==> config.mk <==
export PLATFORM = sky130hd
export DESIGN_NAME = uart_special_modes
export DESIGN_NICKNAME = d
export VERILOG_FILES = /design/src/uart_special_pkg.sv /design/src/uart_special_modes.sv
export VERILOG_INCLUDE_DIRS = /design/src
export SDC_FILE = /design/constraint.sdc
export NUM_CORES = 1
export LEC_CHECK = 0
export BUFFER_PORTS_ARGS = -buffer_cell sky130_fd_sc_hd__buf_2
export CAP_MARGIN = 30
export CORE_MARGIN = 8
export CORE_UTILIZATION = 51
export CTS_CLUSTER_SIZE = 20
export DETAILED_ROUTE_END_ITERATION = 10
export HOLD_SLACK_MARGIN = 0.1
export PLACE_DENSITY = 0.77
export SYNTH_ARGS = -nofsm -noshare
export SYNTH_HDL_FRONTEND = slang
export SYNTH_SLANG_ARGS = --single-unit
export TNS_END_PERCENT = 20
==> constraint.sdc <==
create_clock -name clk_i -period 2.3 [get_ports clk_i]
set_clock_uncertainty 0.05 [all_clocks]
set_input_delay 0.345 -clock clk_i [delete_from_list [all_inputs] [get_ports clk_i]]
set_output_delay 0.345 -clock clk_i [all_outputs]
set_load 0.05 [all_outputs]
==> src/uart_special_cfg.svh <==
// Constants for the serial port special-mode logic
`ifndef UART_SPECIAL_CFG_SVH
`define UART_SPECIAL_CFG_SVH
`define LDM_EXT_DRIVER 2'h1
`define LDM_TX_CONTROL 2'h2
`define COMM_MODE_SELECT_INFRARED 2'h2
`define RXM_GENERIC_AUTOBAUD_MODE    2'h2
`define RXM_LIN_AUTOBAUD_MODE    2'h3
`define IRTX_316       2'h0
`define IRTX_FIXED     2'h1
`define IRTX_NONE      2'h2
`define SMP_PER_BIT    8'h10
`define SMP_MID        4'h7
`define BREAK_BITS     8'h0b
`define IR_316_SMP     4'h3
`define SYNC_FALLS     3'h4
`define SYNC_CHAR      8'h55
`define BAUD_MIN       16'h0064
`define BAUD_RST       16'h0000
`endif

==> src/uart_special_pkg.sv <==
// Types for the serial port special-mode logic
package uart_special_pkg;
    typedef enum logic [1:0] {SLP_ACTIVE, SLP_IDLE, SLP_STANDBY, SLP_PDOWN} sleep_e;
    typedef enum logic [1:0] {TXD_IDLE, TXD_GUARD, TXD_SEND} txdir_e;
    typedef enum logic [1:0] {SD_OFF, SD_WAIT, SD_RUN} sd_e;
    typedef enum logic [1:0] {AB_IDLE, AB_BRK, AB_MEAS, AB_CHK} ab_e;
    typedef struct packed {
        logic [1:0] line_driver_mode;
        logic       start_detect_enable;
        logic       async_mode;
        logic [1:0] receive_mode_select;
        logic       multiproc_filter_enable;
        logic       char9;
        logic [1:0] comm_mode_select;
        logic       one_wire;
        logic       ir_event_en;
        logic [1:0] ir_tx_mode;
        logic [7:0] ir_tx_len;
        logic [6:0] ir_rx_min;
        logic       start_int_en;
        logic       rx_cmpl_int_en;
    } cfg_s;
    typedef struct packed {
        logic start_detect_flag;
        logic sync_field_error_flag;
        logic wait_break_flag;
        logic break_seen;
    } status_s;
endpackage : uart_special_pkg
==> src/uart_special_modes.sv <==
// Special operating modes of the serial port: direction, start detect, auto-baud, infrared
`timescale 1ns/1ps
`include "uart_special_cfg.svh"
module uart_special_modes #(
    parameter int MEAS_W = 18
) (
    input  wire logic                        clk_i,
    input  wire logic                        resetn_i,
    input  wire logic                        smp_tick_i,
    input  wire uart_special_pkg::cfg_s      cfg_i,
    input  wire uart_special_pkg::sleep_e    sleep_i,
    input  wire logic                        other_wake_i,
    input  wire logic                        rx_pin_i,
    input  wire logic                        ev_rx_i,
    input  wire logic                        txd_i,
    input  wire logic                        tx_bit_start_i,
    input  wire logic                        tx_req_i,
    input  wire logic                        tx_done_i,
    input  wire logic                        rx_done_i,
    input  wire logic [7:0]                  rx_data_i,
    input  wire logic                        rx_ninth_i,
    input  wire logic                        rx_stop1_i,
    input  wire logic                        rx_complete_flag_i,
    input  wire logic                        start_flag_clr_i,
    input  wire logic                        sync_err_clr_i,
    input  wire logic                        wfb_set_i,
    output logic                             tx_direction_out_o,
    output logic                             tx_shift_en_o,
    output logic                             tx_pin_o,
    output logic                             tx_pin_oe_o,
    output logic                             rx_line_o,
    output logic                             rx_accept_o,
    output logic                             osc_req_o,
    output logic                             uart_clk_en_o,
    output logic                             wake_o,
    output logic                             clk2x_allowed_o,
    output logic                             baud_load_o,
    output logic [15:0]                      baud_o,
    output uart_special_pkg::status_s        status_o
);
    localparam logic [3:0] SMP_LAST = 4'(`SMP_PER_BIT - 8'h01);
    localparam logic [7:0] BRK_LIM  = 8'(`BREAK_BITS * `SMP_PER_BIT + 8'h01);

    uart_special_pkg::txdir_e tx_r, tx_nxt;
    uart_special_pkg::sd_e    sd_r, sd_nxt;
    uart_special_pkg::ab_e    ab_r, ab_nxt;
    logic [3:0]        gcnt_r, gcnt_nxt, scnt_r, scnt_nxt, dcnt_r, dcnt_nxt;
    logic [7:0]        low_r, low_nxt, pcnt_r, pcnt_nxt;
    logic [6:0]        hw_r, hw_nxt;
    logic [2:0]        falls_r, falls_nxt;
    logic [MEAS_W-1:0] meas_r, meas_nxt;
    logic [15:0]       baud_r, baud_nxt;
    logic              sflag_r, sflag_nxt, serr_r, serr_nxt, wfb_r, wfb_nxt;
    logic              fell_r, fell_nxt, brk_r, brk_nxt, load_r, load_nxt;
    logic              pulse_r, pulse_nxt, dec_r, dec_nxt, src_prev_r, line_prev_r;
    logic              txp_r, txp_nxt;
    logic              ir, src, fall, rise, sd_en, autob, lin, brk_hit, wfb_brk, frame_type;
    logic [MEAS_W-2:0] cand;

    assign ir      = cfg_i.comm_mode_select == `COMM_MODE_SELECT_INFRARED;
    assign src     = cfg_i.one_wire ? txd_i
                   : (cfg_i.ir_event_en ? ev_rx_i : rx_pin_i);
    assign rx_line_o = ir ? ~dec_r : src;
    assign fall    = line_prev_r & ~rx_line_o;
    assign rise    = ~line_prev_r & rx_line_o;
    assign clk2x_allowed_o = ~ir;
    assign frame_type  = cfg_i.char9 ? rx_ninth_i : rx_stop1_i;
    assign rx_accept_o = rx_done_i & (~cfg_i.multiproc_filter_enable | frame_type);

    // Transmit direction and guard time
    always_comb begin
        tx_nxt   = tx_r;
        gcnt_nxt = gcnt_r;
        case (tx_r)
            uart_special_pkg::TXD_IDLE: begin
                gcnt_nxt = 4'h0;
                if (tx_req_i) begin
                    tx_nxt = (cfg_i.line_driver_mode != 2'h0) ? uart_special_pkg::TXD_GUARD
                                                              : uart_special_pkg::TXD_SEND;
                end
            end
            uart_special_pkg::TXD_GUARD: begin
                if (smp_tick_i) begin
                    gcnt_nxt = gcnt_r + 4'h1;
                    if (gcnt_r == SMP_LAST) begin
                        tx_nxt = uart_special_pkg::TXD_SEND;
                    end
                end
            end
            uart_special_pkg::TXD_SEND: begin
                if (tx_done_i) begin
                    tx_nxt = uart_special_pkg::TXD_IDLE;
                end
            end
            default: tx_nxt = uart_special_pkg::TXD_IDLE;
        endcase
    end
    always_ff @(posedge clk_i or negedge resetn_i) begin
        if (!resetn_i) begin
            tx_r   <= uart_special_pkg::TXD_IDLE;
            gcnt_r <= 4'h0;
        end else begin
            tx_r   <= tx_nxt;
            gcnt_r <= gcnt_nxt;
        end
    end
    assign tx_shift_en_o      = tx_r == uart_special_pkg::TXD_SEND;
    assign tx_direction_out_o = (cfg_i.line_driver_mode == `LDM_EXT_DRIVER)
                              & (tx_r != uart_special_pkg::TXD_IDLE);
    assign tx_pin_oe_o = (cfg_i.line_driver_mode == `LDM_TX_CONTROL)
                       ? (tx_r != uart_special_pkg::TXD_IDLE) : 1'b1;

    // Start frame detection in standby
    assign sd_en = cfg_i.start_detect_enable & cfg_i.async_mode
                 & (sleep_i == uart_special_pkg::SLP_STANDBY);
    always_comb begin
        sd_nxt    = sd_r;
        scnt_nxt  = scnt_r;
        sflag_nxt = sflag_r & ~start_flag_clr_i;
        case (sd_r)
            uart_special_pkg::SD_OFF: begin
                if (sd_en) begin
                    sd_nxt = uart_special_pkg::SD_WAIT;
                end
            end
            uart_special_pkg::SD_WAIT: begin
                scnt_nxt = 4'h0;
                if (fall) begin
                    sd_nxt = uart_special_pkg::SD_RUN;
                end
            end
            uart_special_pkg::SD_RUN: begin
                if (smp_tick_i && scnt_r != 4'hf) begin
                    scnt_nxt = scnt_r + 4'h1;
                end
                if (smp_tick_i && scnt_r == `SMP_MID) begin
                    if (rx_line_o && !other_wake_i) begin
                        sd_nxt = uart_special_pkg::SD_WAIT;
                    end else if (!rx_line_o) begin
                        sflag_nxt = 1'b1;
                    end
                end
                if (rx_done_i) begin
                    sd_nxt = uart_special_pkg::SD_WAIT;
                end
            end
            default: sd_nxt = uart_special_pkg::SD_OFF;
        endcase
        if (!sd_en) begin
            sd_nxt = uart_special_pkg::SD_OFF;
        end
    end
    always_ff @(posedge clk_i or negedge resetn_i) begin
        if (!resetn_i) begin
            sd_r    <= uart_special_pkg::SD_OFF;
            scnt_r  <= 4'h0;
            sflag_r <= 1'b0;
        end else begin
            sd_r    <= sd_nxt;
            scnt_r  <= scnt_nxt;
            sflag_r <= sflag_nxt;
        end
    end
    assign osc_req_o     = sd_r == uart_special_pkg::SD_RUN;
    assign uart_clk_en_o = osc_req_o & (cfg_i.start_int_en | cfg_i.rx_cmpl_int_en);
    assign wake_o = sd_en & (cfg_i.start_int_en ? sflag_r
                                                : (cfg_i.rx_cmpl_int_en & rx_complete_flag_i));

    // Break detection and auto-baud measurement
    assign lin     = cfg_i.receive_mode_select == `RXM_LIN_AUTOBAUD_MODE;
    assign autob   = lin | (cfg_i.receive_mode_select == `RXM_GENERIC_AUTOBAUD_MODE);
    assign wfb_brk = wfb_r & fell_r & rise;
    assign brk_hit = autob & ((smp_tick_i & ~rx_line_o & (low_r == BRK_LIM - 8'h01))
                            | wfb_brk);
    assign cand    = meas_r[MEAS_W-1:1];
    always_comb begin
        ab_nxt    = ab_r;
        low_nxt   = low_r;
        falls_nxt = falls_r;
        meas_nxt  = meas_r;
        baud_nxt  = baud_r;
        load_nxt  = 1'b0;
        brk_nxt   = brk_hit;
        serr_nxt  = serr_r & ~sync_err_clr_i;
        wfb_nxt   = wfb_r;
        fell_nxt  = fell_r;
        if (rx_line_o) begin
            low_nxt = 8'h00;
        end else if (smp_tick_i && low_r != 8'hff) begin
            low_nxt = low_r + 8'h01;
        end
        if (wfb_r && fall) begin
            fell_nxt = 1'b1;
        end
        if (wfb_brk || !wfb_r) begin
            wfb_nxt  = 1'b0;
            fell_nxt = 1'b0;
        end
        if (wfb_set_i) begin
            wfb_nxt = 1'b1;
        end
        case (ab_r)
            uart_special_pkg::AB_IDLE: ;
            uart_special_pkg::AB_BRK: begin
                meas_nxt  = '0;
                falls_nxt = 3'h0;
                if (fall) begin
                    ab_nxt = uart_special_pkg::AB_MEAS;
                end
            end
            uart_special_pkg::AB_MEAS: begin
                if (meas_r != '1) begin
                    meas_nxt = meas_r + MEAS_W'(1);
                end
                if (fall) begin
                    falls_nxt = falls_r + 3'h1;
                    if (falls_r == `SYNC_FALLS - 3'h1) begin
                        ab_nxt = uart_special_pkg::AB_CHK;
                    end
                end
            end
            uart_special_pkg::AB_CHK: begin
                if (rx_done_i) begin
                    ab_nxt = uart_special_pkg::AB_IDLE;
                    if (lin && rx_data_i != `SYNC_CHAR) begin
                        serr_nxt = 1'b1;
                    end else if (lin || (cand[MEAS_W-2:16] == '0
                                         && cand[15:0] >= `BAUD_MIN)) begin
                        baud_nxt = cand[15:0];
                        load_nxt = 1'b1;
                    end
                end
            end
            default: ab_nxt = uart_special_pkg::AB_IDLE;
        endcase
        if (brk_hit) begin
            ab_nxt = uart_special_pkg::AB_BRK;
        end
        if (!autob) begin
            ab_nxt = uart_special_pkg::AB_IDLE;
        end
    end
    always_ff @(posedge clk_i or negedge resetn_i) begin
        if (!resetn_i) begin
            ab_r    <= uart_special_pkg::AB_IDLE;
            low_r   <= 8'h00;
            falls_r <= 3'h0;
            meas_r  <= '0;
            baud_r  <= `BAUD_RST;
            load_r  <= 1'b0;
            brk_r   <= 1'b0;
            serr_r  <= 1'b0;
            wfb_r   <= 1'b0;
            fell_r  <= 1'b0;
        end else begin
            ab_r    <= ab_nxt;
            low_r   <= low_nxt;
            falls_r <= falls_nxt;
            meas_r  <= meas_nxt;
            baud_r  <= baud_nxt;
            load_r  <= load_nxt;
            brk_r   <= brk_nxt;
            serr_r  <= serr_nxt;
            wfb_r   <= wfb_nxt;
            fell_r  <= fell_nxt;
        end
    end
    assign baud_o      = baud_r;
    assign baud_load_o = load_r;
    assign status_o    = '{start_detect_flag: sflag_r, sync_field_error_flag: serr_r,
                           wait_break_flag: wfb_r, break_seen: brk_r};

    // Infrared encoder and decoder
    always_comb begin
        pulse_nxt = pulse_r;
        pcnt_nxt  = pcnt_r;
        hw_nxt    = hw_r;
        dec_nxt   = dec_r;
        dcnt_nxt  = dcnt_r;
        if (!ir) begin
            pulse_nxt = 1'b0;
        end else if (tx_bit_start_i && !txd_i && cfg_i.ir_tx_mode != `IRTX_NONE) begin
            pulse_nxt = 1'b1;
            pcnt_nxt  = 8'h00;
        end else if (pulse_r && cfg_i.ir_tx_mode == `IRTX_316) begin
            if (smp_tick_i) begin
                pcnt_nxt = pcnt_r + 8'h01;
                if (pcnt_r[3:0] == `IR_316_SMP - 4'h1) begin
                    pulse_nxt = 1'b0;
                end
            end
        end else if (pulse_r) begin
            pcnt_nxt = pcnt_r + 8'h01;
            if ({1'b0, pcnt_r} + 9'h001 >= {1'b0, cfg_i.ir_tx_len}) begin
                pulse_nxt = 1'b0;
            end
        end
        txp_nxt = (ir && cfg_i.ir_tx_mode != `IRTX_NONE) ? ~pulse_nxt : txd_i;
        if (!src) begin
            hw_nxt = (hw_r != 7'h7f) ? hw_r + 7'h01 : hw_r;
        end else begin
            hw_nxt = 7'h00;
        end
        if (dec_r && smp_tick_i) begin
            dcnt_nxt = dcnt_r + 4'h1;
            if (dcnt_r == SMP_LAST) begin
                dec_nxt = 1'b0;
            end
        end
        if (ir && !src_prev_r && src && hw_r >= cfg_i.ir_rx_min) begin
            dec_nxt  = 1'b1;
            dcnt_nxt = 4'h0;
        end
        if (!ir) begin
            dec_nxt = 1'b0;
        end
    end
    always_ff @(posedge clk_i or negedge resetn_i) begin
        if (!resetn_i) begin
            pulse_r     <= 1'b0;
            pcnt_r      <= 8'h00;
            hw_r        <= 7'h00;
            dec_r       <= 1'b0;
            dcnt_r      <= 4'h0;
            txp_r       <= 1'b1;
            src_prev_r  <= 1'b1;
            line_prev_r <= 1'b1;
        end else begin
            pulse_r     <= pulse_nxt;
            pcnt_r      <= pcnt_nxt;
            hw_r        <= hw_nxt;
            dec_r       <= dec_nxt;
            dcnt_r      <= dcnt_nxt;
            txp_r       <= txp_nxt;
            src_prev_r  <= src;
            line_prev_r <= rx_line_o;
        end
    end
    assign tx_pin_o = txp_r;

    a_dir_guard: assert property (@(posedge clk_i) disable iff (!resetn_i)
        $rose(tx_shift_en_o) && cfg_i.line_driver_mode == `LDM_EXT_DRIVER
        |-> $past(tx_direction_out_o))
        else $error("shifting began without guard time");
    a_dir_frame: assert property (@(posedge clk_i) disable iff (!resetn_i)
        tx_shift_en_o && !tx_done_i && cfg_i.line_driver_mode == `LDM_EXT_DRIVER
        |=> tx_direction_out_o)
        else $error("direction dropped inside frame");
    a_sd_sleep: assert property (@(posedge clk_i) disable iff (!resetn_i)
        sleep_i != uart_special_pkg::SLP_STANDBY |=> !osc_req_o)
        else $error("start detect active outside standby");
    a_sd_edge: assert property (@(posedge clk_i) disable iff (!resetn_i)
        sd_r == uart_special_pkg::SD_WAIT && fall && sd_en |=> osc_req_o)
        else $error("falling edge did not start oscillator");
    a_wake_sel: assert property (@(posedge clk_i) disable iff (!resetn_i)
        sd_en && cfg_i.start_int_en && sflag_r |-> wake_o)
        else $error("start flag did not wake");
    a_sync_bad: assert property (@(posedge clk_i) disable iff (!resetn_i)
        ab_r == uart_special_pkg::AB_CHK && rx_done_i && lin && rx_data_i != `SYNC_CHAR
        && !brk_hit |=> serr_r && !baud_load_o && $stable(baud_o))
        else $error("bad sync not flagged");
    a_baud_range: assert property (@(posedge clk_i) disable iff (!resetn_i)
        baud_load_o && !lin |-> baud_o >= `BAUD_MIN)
        else $error("baud loaded out of range");
    a_mp_filter: assert property (@(posedge clk_i) disable iff (!resetn_i)
        cfg_i.multiproc_filter_enable && rx_done_i && !frame_type |-> !rx_accept_o)
        else $error("data frame passed filter");
    a_ir_2x: assert property (@(posedge clk_i) disable iff (!resetn_i)
        ir |-> !clk2x_allowed_o)
        else $error("double speed allowed in infrared mode");
    a_ir_short: assert property (@(posedge clk_i) disable iff (!resetn_i)
        ir && !dec_r && !src_prev_r && src && hw_r < cfg_i.ir_rx_min |=> !dec_r)
        else $error("short pulse decoded as zero");
endmodule : uart_special_modes

Word-level counts from Yosys, hierarchy flattened:

Index checks and enable logic that the tools add are counted.

* register bits: 89
* bits of input ports: 58
* output and inout bits: 31
* word-level logic and storage cells: 222

* add/sub/neg operators: 9
* $lt $le $gt $ge: 3
* equal/unequal tests: 43
* mux-type cells: 69
* bitwise operators: 30
* reductions and logical operators: 45

Operator list (count)
* $mux W8: 6
* $pmux W18 S2: 1
* $mux W1: 33
* $mux W2: 15
* $ne A4 B4 Y1 const B: 5
* $reduce_bool A2 Y1: 10
* $add A18 B1 Y18 const B: 1
* $eq A2 B2 Y1 const B: 9
* $mux W18: 1
* $ne A18 B18 Y1 const B: 1
* $pmux W2 S3: 3
* $add A8 B1 Y8 const B: 2
* $and A1 B1 Y1: 16
* $ge A16 B7 Y1 const B: 1
* $mux W4: 4
* $pmux W4 S2: 2
* $logic_and A1 B1 Y1: 15
* $mux W7: 2
* $ne A2 B2 Y1 const B: 7
* $add A4 B1 Y4 const B: 3
* $not A1 Y1: 10
* $reduce_and A2 Y1: 5
* $add A8 B1 Y9 const B: 1
* $ge A9 B8 Y1: 1
* 27 further kinds: 45

Depth between registers and ports, before layout:

Gate-level depths: netlist of run 1.

* depth after elaboration: 10
* gate-level depth with buffers: 10
* gate-level depth less buffers: 10

Worst setup path after synthesis of run 1:

Ideal clock, no wire load.

* path kind: register to register
* start point: register pcnt_r[2]
* end point: register txp_r, in the netlist tx_pin_o
* setup time: 82 ps
* arrival time: 2329 ps
* data required time: 2168 ps
* slack: -161 ps
* stages on the path, launching flop included: 11
* buffers on the path: 0
* period minus slack after synthesis: 2461 ps
* cell sequence: dfrtp_1 > and3_1 > and3_1 > nand3_1 > xnor2_1 > ha_1 > and3_1 > a22oi_1 > nor4bb_1 > a31oi_1 > mux2_2

* longest elaborated chain between the ends: 9
* elaborated cells between the ends (all ways): 12
* classes of those cells: add/sub (1); order compare (1); eq/ne (1); mux (8); bitwise (1)

Ends and longest elaborated chain
* from (decl): RTL line uart_special_modes.sv:48 `logic [7:0] low_r, low_nxt, pcnt_r, pcnt_nxt;`
* from (signal assigned): RTL line uart_special_modes.sv:330 `pcnt_r <= pcnt_nxt;`
* $add A8 B1 Y9: RTL line uart_special_modes.sv:294 `if ({1'b0, pcnt_r} + 9'h001 >= {1'b0, cfg_i.ir_tx_len}) begin`
* $ge A9 B8 Y1: RTL line uart_special_modes.sv:294
* $mux W1: RTL line uart_special_modes.sv:294
* $mux W1: RTL line uart_special_modes.sv:292 `end else if (pulse_r) begin`
* $mux W1 *: RTL line uart_special_modes.sv:285 `` end else if (pulse_r && cfg_i.ir_tx_mode == `IRTX_316) begin ``
* $mux W1 *: RTL line uart_special_modes.sv:282 `` end else if (tx_bit_start_i && !txd_i && cfg_i.ir_tx_mode != `IRTX_NONE) begin ``
* $mux W1 *: RTL line uart_special_modes.sv:280 `if (!ir) begin`
* $not A1 Y1 *: RTL line uart_special_modes.sv:298 `` txp_nxt = (ir && cfg_i.ir_tx_mode != `IRTX_NONE) ? ~pulse_nxt : txd_i; ``
* $mux W1 *: RTL line uart_special_modes.sv:298
* via txp_nxt: RTL line uart_special_modes.sv:56 `logic txp_r, txp_nxt;`
* to (signal assigned): RTL line uart_special_modes.sv:334 `txp_r <= txp_nxt;`
* to (decl): RTL line uart_special_modes.sv:56

Mark *: on every way through the listed nets, which the timed path passes. The rest lies on a longest branch.
A chain may end at the register's enable or synchronous reset.

Worst setup path after layout of run 1:

* start point: register pcnt_r[4]
* end point: register txp_r, in the netlist tx_pin_o

* longest elaborated chain between the ends: 9

Ends and longest elaborated chain (RTL line)
* $add A8 B1 Y9: uart_special_modes.sv:294
* $ge A9 B8 Y1: uart_special_modes.sv:294
* $mux W1: uart_special_modes.sv:294
* $mux W1: uart_special_modes.sv:292
* $mux W1: uart_special_modes.sv:285
* $mux W1: uart_special_modes.sv:282
* $mux W1: uart_special_modes.sv:280
* $not A1 Y1: uart_special_modes.sv:298
* $mux W1: uart_special_modes.sv:298
* via txp_nxt: uart_special_modes.sv:56

The timed path passes the listed nets, and every way through them passes these cells.

==> results of run 1 <==
==> path summary, 6_finish.rpt <==
check,startpoint,end,slack [ns],cells after the start
setup / recovery,pcnt_r[4],tx_pin_o,-0.08,10
hold / removal,sync_err_clr_i,serr_r,0.11,2
setup reg to reg,pcnt_r[4],tx_pin_o,-0.08,10
hold reg to reg,baud_o[12],baud_o[12],0.45,1
max in group asynchronous,resetn_i,src_prev_r,1.06,3
min in group asynchronous,resetn_i,serr_r,0.44,2
==> state kept, by name (all words and copies together), names as in the netlist, 2 cells and up <==
| signal | cells |
|---|---|
| falls_r | 3 |
| low_r | 8 |
| meas_r | 18 |
| pcnt_r | 8 |
| ab_r | 2 |
| scnt_r | 4 |
| gcnt_r | 4 |
| tx_r | 2 |
| hw_r | 7 |
| baud_o | 16 |
| sd_r | 2 |
| dcnt_r | 4 |
==> critical path, delay by kind of cell (launching register included) <==
family	cells	cell delay, ns
compound gates	2	0.27
buf+inv	1	0.13
simple gates	4	0.78
flops	1	0.40
mux	1	0.28
xor+xnor	1	0.13
fa+ha+maj	1	0.28
==> metal layers <==
layer / up-vias / GRT usage / part of all wire / routed length [um]
li1: 2145 / - / - / -
met1: 2177 / 0.216 / 0.42 / 5040
met2: 135 / 0.324 / 0.50 / 6000
met3: 12 / 0.0375 / 0.063 / 751
met4: 0 / 0.0666 / 0.011 / 135
met5: - / 0 / 0 / 0
==> metrics by stage <==
stage	hold WS (ns)	instances	util
2_1_floorplan	-0.000591	537	-
3_3_place_gp	0.310	756	0.591
3_5_place_dp	0.312	756	0.591
4_1_cts	0.101	774	0.618
5_1_grt	0.104	776	0.623
6_report	0.105	776	0.623
==> logic make-up (layout without fill, tap and decap cells) <==
logic type / count (synthesis) / after routing / share of synthesized area
flops: 89 / 89 / 0.439
fa+ha+maj: 26 / 26 / 0.0639
simple gates: 212 / 212 / 0.210
mux: 25 / 25 / 0.0556
xor+xnor: 19 / 19 / 0.0327
buf+inv: 55 / 161 / 0.0487
compound gates: 111 / 111 / 0.151
==> final cells by class <==
cell class,instances,area share
Clock buffer,9,0.0204
Clock inverter,7,0.0182
Inverter,33,0.0204
Multi-Input combinational cell,393,0.440
Sequential cell,89,0.368
Tap cell,133,0.0275
Timing Repair Buffer,112,0.105
==> cells in the final DEF, fill, tap and decap left out, drive strengths merged, types with 3 or more instances in the layout <==
cell type,n
o311ai,4
and3,8
nor2b,6
dfrtp,86
mux2i,5
nor2,53
nor3,18
dfstp,3
a21boi,3
o211ai,11
nor4,5
o21ai,28
xnor2,9
xor2,10
nand2b,7
nand3,30
a22o,4
o2111ai,3
a21o,3
clkbuf,9
and2,3
a211oi,3
ha,26
mux2,20
nand2,45
nand4,16
or3,6
o31ai,6
a21oi,21
and4,4
buf,111
inv,37
a31oi,6
==> power breakdown <==
group | leakage (uW) | switching [uW] | internal [uW] | total [uW]
Combinational | 0.00159 | 328 | 240 | 568
Clock | 0.000116 | 626 | 639 | 1260
Sequential | 0.00121 | 122 | 1660 | 1780
==> repair_timing <==
item / CTS / global route
pin swaps: 3 / 2
gates resized for setup: 2 / 6
hold buffers: 1 / 0
hold endpoints to repair: 40 / 0
buffers inserted: 1 / 2
setup endpoints to repair: 2 / 2
==> results.md, run 1 <==
* Max Fclk at 0.420 GHz
* Yosys top cell area share at 0.423
* Remaining antenna violation count at 0
* Worst path max stage delay at 0.40 ns
* CTS Buffer Depth at 2
* Max Cap Violations at 0
* Largest net degree at the start of global routing at 50
* Synth cell types at 66
* Pwr Density at 597 mW/mm^2
* Total Neg Setup Slack at -0.0848 ns
* RSZ-0062 raised after global routing: true
* Post-synth EDFFs at 0
* Most frequent cell after synthesis: dfrtp_1
* Ratio of cells with drive above 1 in the final layout at 0.258
* Min-Delay Path Class: input port to flip-flop
* Die area at 0.0134 sq mm
* Total GRT Usage at 0.184
* YS warnings at 0
* Starting Density at 0.523
* Placement Cell Area at 0.00575 sq mm
* Part of the cycle the worst path needs at 1.03
* CP endpoint kind: flip-flop
* Core area at 0.00973 sq mm
* Total number of vias at 4469
* Top cells by area, synth: dfrtp_1 42%, ha_1 6.4%, nor2_1 3.9%
* Status: complete, but fails checks
* Leakage Power at 0.00291 uW
* Synth Area per Inst at 9.47 sq um
* DR DRC count at 0
* Setup ws final at -0.0794 ns
* Cell taking the most area after synthesis: dfrtp_1
* Arr. time, crit path at 2.62 ns
* Clk Latency, worst-skew pair at 0.37 ns
* Endpoints failing setup at 2
* Area occupied by registers at 0.00223 sq mm
* Cell area after layout at 0.00606 sq mm
* TritonRoute pass-1 iters at 8
* Failing checks: negative setup slack
* Die Height at 116 um
* Slew HR at 0.547
* Multi-input gate area at 0.00267 sq mm
* DR WL/cell at 15.4 um
* # diodes at 0
* Crit path top cell by count: and3_4
* Critical Path Start Type: flip-flop
* Clock sink count at 89
* Initial antenna violation count at 0
* Crit path cell chain: and3_4, and3_4, buf_4, xor2_1, ha_1, and3_4, a22oi_2, nor4bb_4, a31oi_1, mux2_2
* Async SR Flop Fraction at 1.00
* Fillers at 827
* Setup Slack @ Placement at -0.0789 ns
* Post-route minimum period at 2.38 ns
* Number of nets in the layout at 722
* CTS Root Cell: clkbuf_8
* Via/cell ratio at 5.76
* Worst Tran Pin Value at 0.674 ns
* Mapped Area at 0.00509 sq mm
* Number of buffers created by CTS at 9
* Vias in the first global route at 4527
* Global-route wire length before repair at 20200 um
* Power consumption at 3620 uW
* Hold Vio Cnt, Final at 0
* CTS tree: yes
* Crit path required time at 2.54 ns
* Register bit total from synthesis at 89
* RD Place Congestion at 0.930
* PortBufs at 88
* Synth Instances at 537
* Global route overflow at 0
* WS Path Type: flip-flop to flip-flop
* Ports at 89
* Pins Over Slew Limit at 0
* Most used DFF post-synth: dfrtp_1
* Detailed Route Iter0 Violations at 182
* Area growth syn-to-layout at 19.2%
* Die Wd at 116 um
* Syn_nets at 621
* Top post-synthesis cells by count: 86 x dfrtp_1, 53 x nor2_1, 45 x nand2_1
* CP max FO at 3
* Max IR drop VDD at 0.363 mV
* Routed WL at 11900 um
* Slowest cell on the critical path: dfrtp_1
* CTS HTree Levels at 3
* DP HPWL at 9050 um
* # rows at 36
* Clock Pin Slew Worst Setup and Hold Paths at 0.10 ns
* Register area share after synthesis at 0.439
No activity file was read; power rests on OpenSTA's default activity.
==> run 2: changes to the inputs <==
CORE_ASPECT_RATIO = 0.9   (was unset)
CORE_UTILIZATION = 53   (was 51)
CTS_BUF_LIST = sky130_fd_sc_hd__clkbuf_4 sky130_fd_sc_hd__clkbuf_8   (was unset)
PLACE_DENSITY = 0.79   (was 0.77)
==> results.md, run 2 (synthesis gave the netlist of run 1 again) <==
* Core area at 0.00949 sq mm
* Max Fclk at 0.418 GHz
* Post-route minimum period at 2.39 ns
* Hold Vio Cnt, Final at 0
* Max Cap Violations at 0
* Via/cell ratio at 5.68
* Crit path required time at 2.54 ns
* Leakage Power at 0.00292 uW
* Power consumption at 3360 uW
* Global route overflow at 0
* Placement Cell Area at 0.00576 sq mm
* Die Wd at 119 um
* Register with the most flip-flops: meas_r
* TritonRoute pass-1 iters at 4
* Die area at 0.0130 sq mm
* CTS Root Cell: clkbuf_8
* Die Height at 109 um
* CTS HTree Levels at 3
* PortBufs at 88
* Initial antenna violation count at 0
* CTS Buffer Depth at 2
* Starting Density at 0.536
* Most frequent cells in the layout: 87 x buf_2, 86 x dfrtp_1, 52 x nor2_1
* Ratio of cells with drive above 1 in the final layout at 0.261
* Total number of vias at 4390
* Vias in the first global route at 4502
* Fillers at 761
* Worst Tran Pin Value at 0.501 ns
* Number of buffers created by CTS at 9
* CP max FO at 3
* Total Neg Setup Slack at -0.115 ns
* Final core occ at 0.635
* Remaining antenna violation count at 0
* Part of the cycle the worst path needs at 1.04
* Arr. time, crit path at 2.63 ns
* Clock Pin Slew Worst Setup and Hold Paths at 0.09 ns
* RSZ-0062 raised after global routing: true
* Area growth syn-to-layout at 18.5%
* Clock sink count at 89
* Pwr Density at 557 mW/mm^2
* WS Path Type: flip-flop to flip-flop
* Failing checks: negative setup slack
* DP HPWL at 8770 um
* Clk Latency, worst-skew pair at 0.36 ns
* DR DRC count at 0
* Ports at 89
* CTS tree: yes
* Detailed Route Iter0 Violations at 276
* DR WL/cell at 15.1 um
* Total GRT Usage at 0.185
* Number of nets in the layout at 726
* Max reg flops at 18
* RD Place Congestion at 0.912
* # diodes at 0
* Largest net degree at the start of global routing at 58
* Hold Slack at 0.119 ns
* # rows at 34
* CP endpoint kind: flip-flop
* Cell area after layout at 0.00603 sq mm
* Endpoints failing setup at 2
* Routed WL at 11700 um
* Global-route wire length before repair at 20100 um
* Max IR drop VDD at 0.460 mV
* Status: complete, but fails checks
* Setup ws final at -0.0909 ns
* Critical Path Start Type: flip-flop
* Min-Delay Path Class: input port to flip-flop
* Most common cell after layout, fill and taps aside: buf_2
* Pins Over Slew Limit at 0
* Slew HR at 0.663
-- run 2: area by class of cell --
| type | count | area [sq um] | share of cell area |
|---|---|---|---|
| well taps | 126 | 158 | 0.0262 |
| repair buffers | 116 | 671 | 0.111 |
| multi-input cells | 393 | 2660 | 0.442 |
| clock inverters | 7 | 58.8 | 0.00976 |
| flip-flops and latches | 89 | 2230 | 0.370 |
| inverters | 33 | 124 | 0.0206 |
| clock buffers | 9 | 124 | 0.0206 |
-- run 2: critical path, cell delays in order, from the launching register on --
cell      delay, ns
dfrtp_1        0.37
and3_4         0.19
and3_4         0.22
nand3_4        0.08
xnor2_2        0.16
ha_1           0.31
and3_4         0.16
a22oi_2        0.14
nor4bb_1       0.24
a31oi_1        0.14
mux2_2         0.27
-- run 2: repair_timing --
action | 4_1_cts | 5_1_grt
gates resized for setup | 3 | 4
hold buffers | 1 | 1
pin swaps | 4 | 1
setup endpoints to repair | 2 | 2
setup buffers | 2 | 1
cloned | 0 | 0
hold endpoints to repair | 32 | 1
-- run 2: where the power goes --
group          internal (uW)  switching (uW)  leakage (uW)  total (uW)
clock                    412             598     0.0000925        1010
sequential              1660             112       0.00121        1770
combinational            249             323       0.00161         572
-- run 2: stage by stage --
stage,setup WS (ns),std cells
floorplan,-0.0442,537
global placement,-0.0283,752
CTS,-0.0382,771
global route,-0.212,773
finish,-0.0909,773
detailed placement,-0.0906,752
-- run 2: final timing paths --
path                             from    endpoint  slack [ns]  cells past startpoint
hold / removal              wfb_set_i       wfb_r        0.12                      2
min in group asynchronous    resetn_i   scnt_r[0]        0.41                      2
max in group asynchronous    resetn_i  src_prev_r        1.10                      3
setup / recovery            pcnt_r[3]    tx_pin_o       -0.09                     10
setup reg to reg            pcnt_r[3]    tx_pin_o       -0.09                     10
hold reg to reg            baud_o[12]  baud_o[12]        0.46                      1
-- run 2: per-layer routing --
| metal | share of wire | vias to the layer above | track usage |
|---|---|---|---|
| li1 | - | 2156 | - |
| met1 | 0.43 | 2091 | 0.217 |
| met2 | 0.49 | 130 | 0.321 |
| met3 | 0.069 | 13 | 0.0590 |
| met4 | 0.011 | 0 | 0.0586 |
| met5 | 0 | - | 0 |
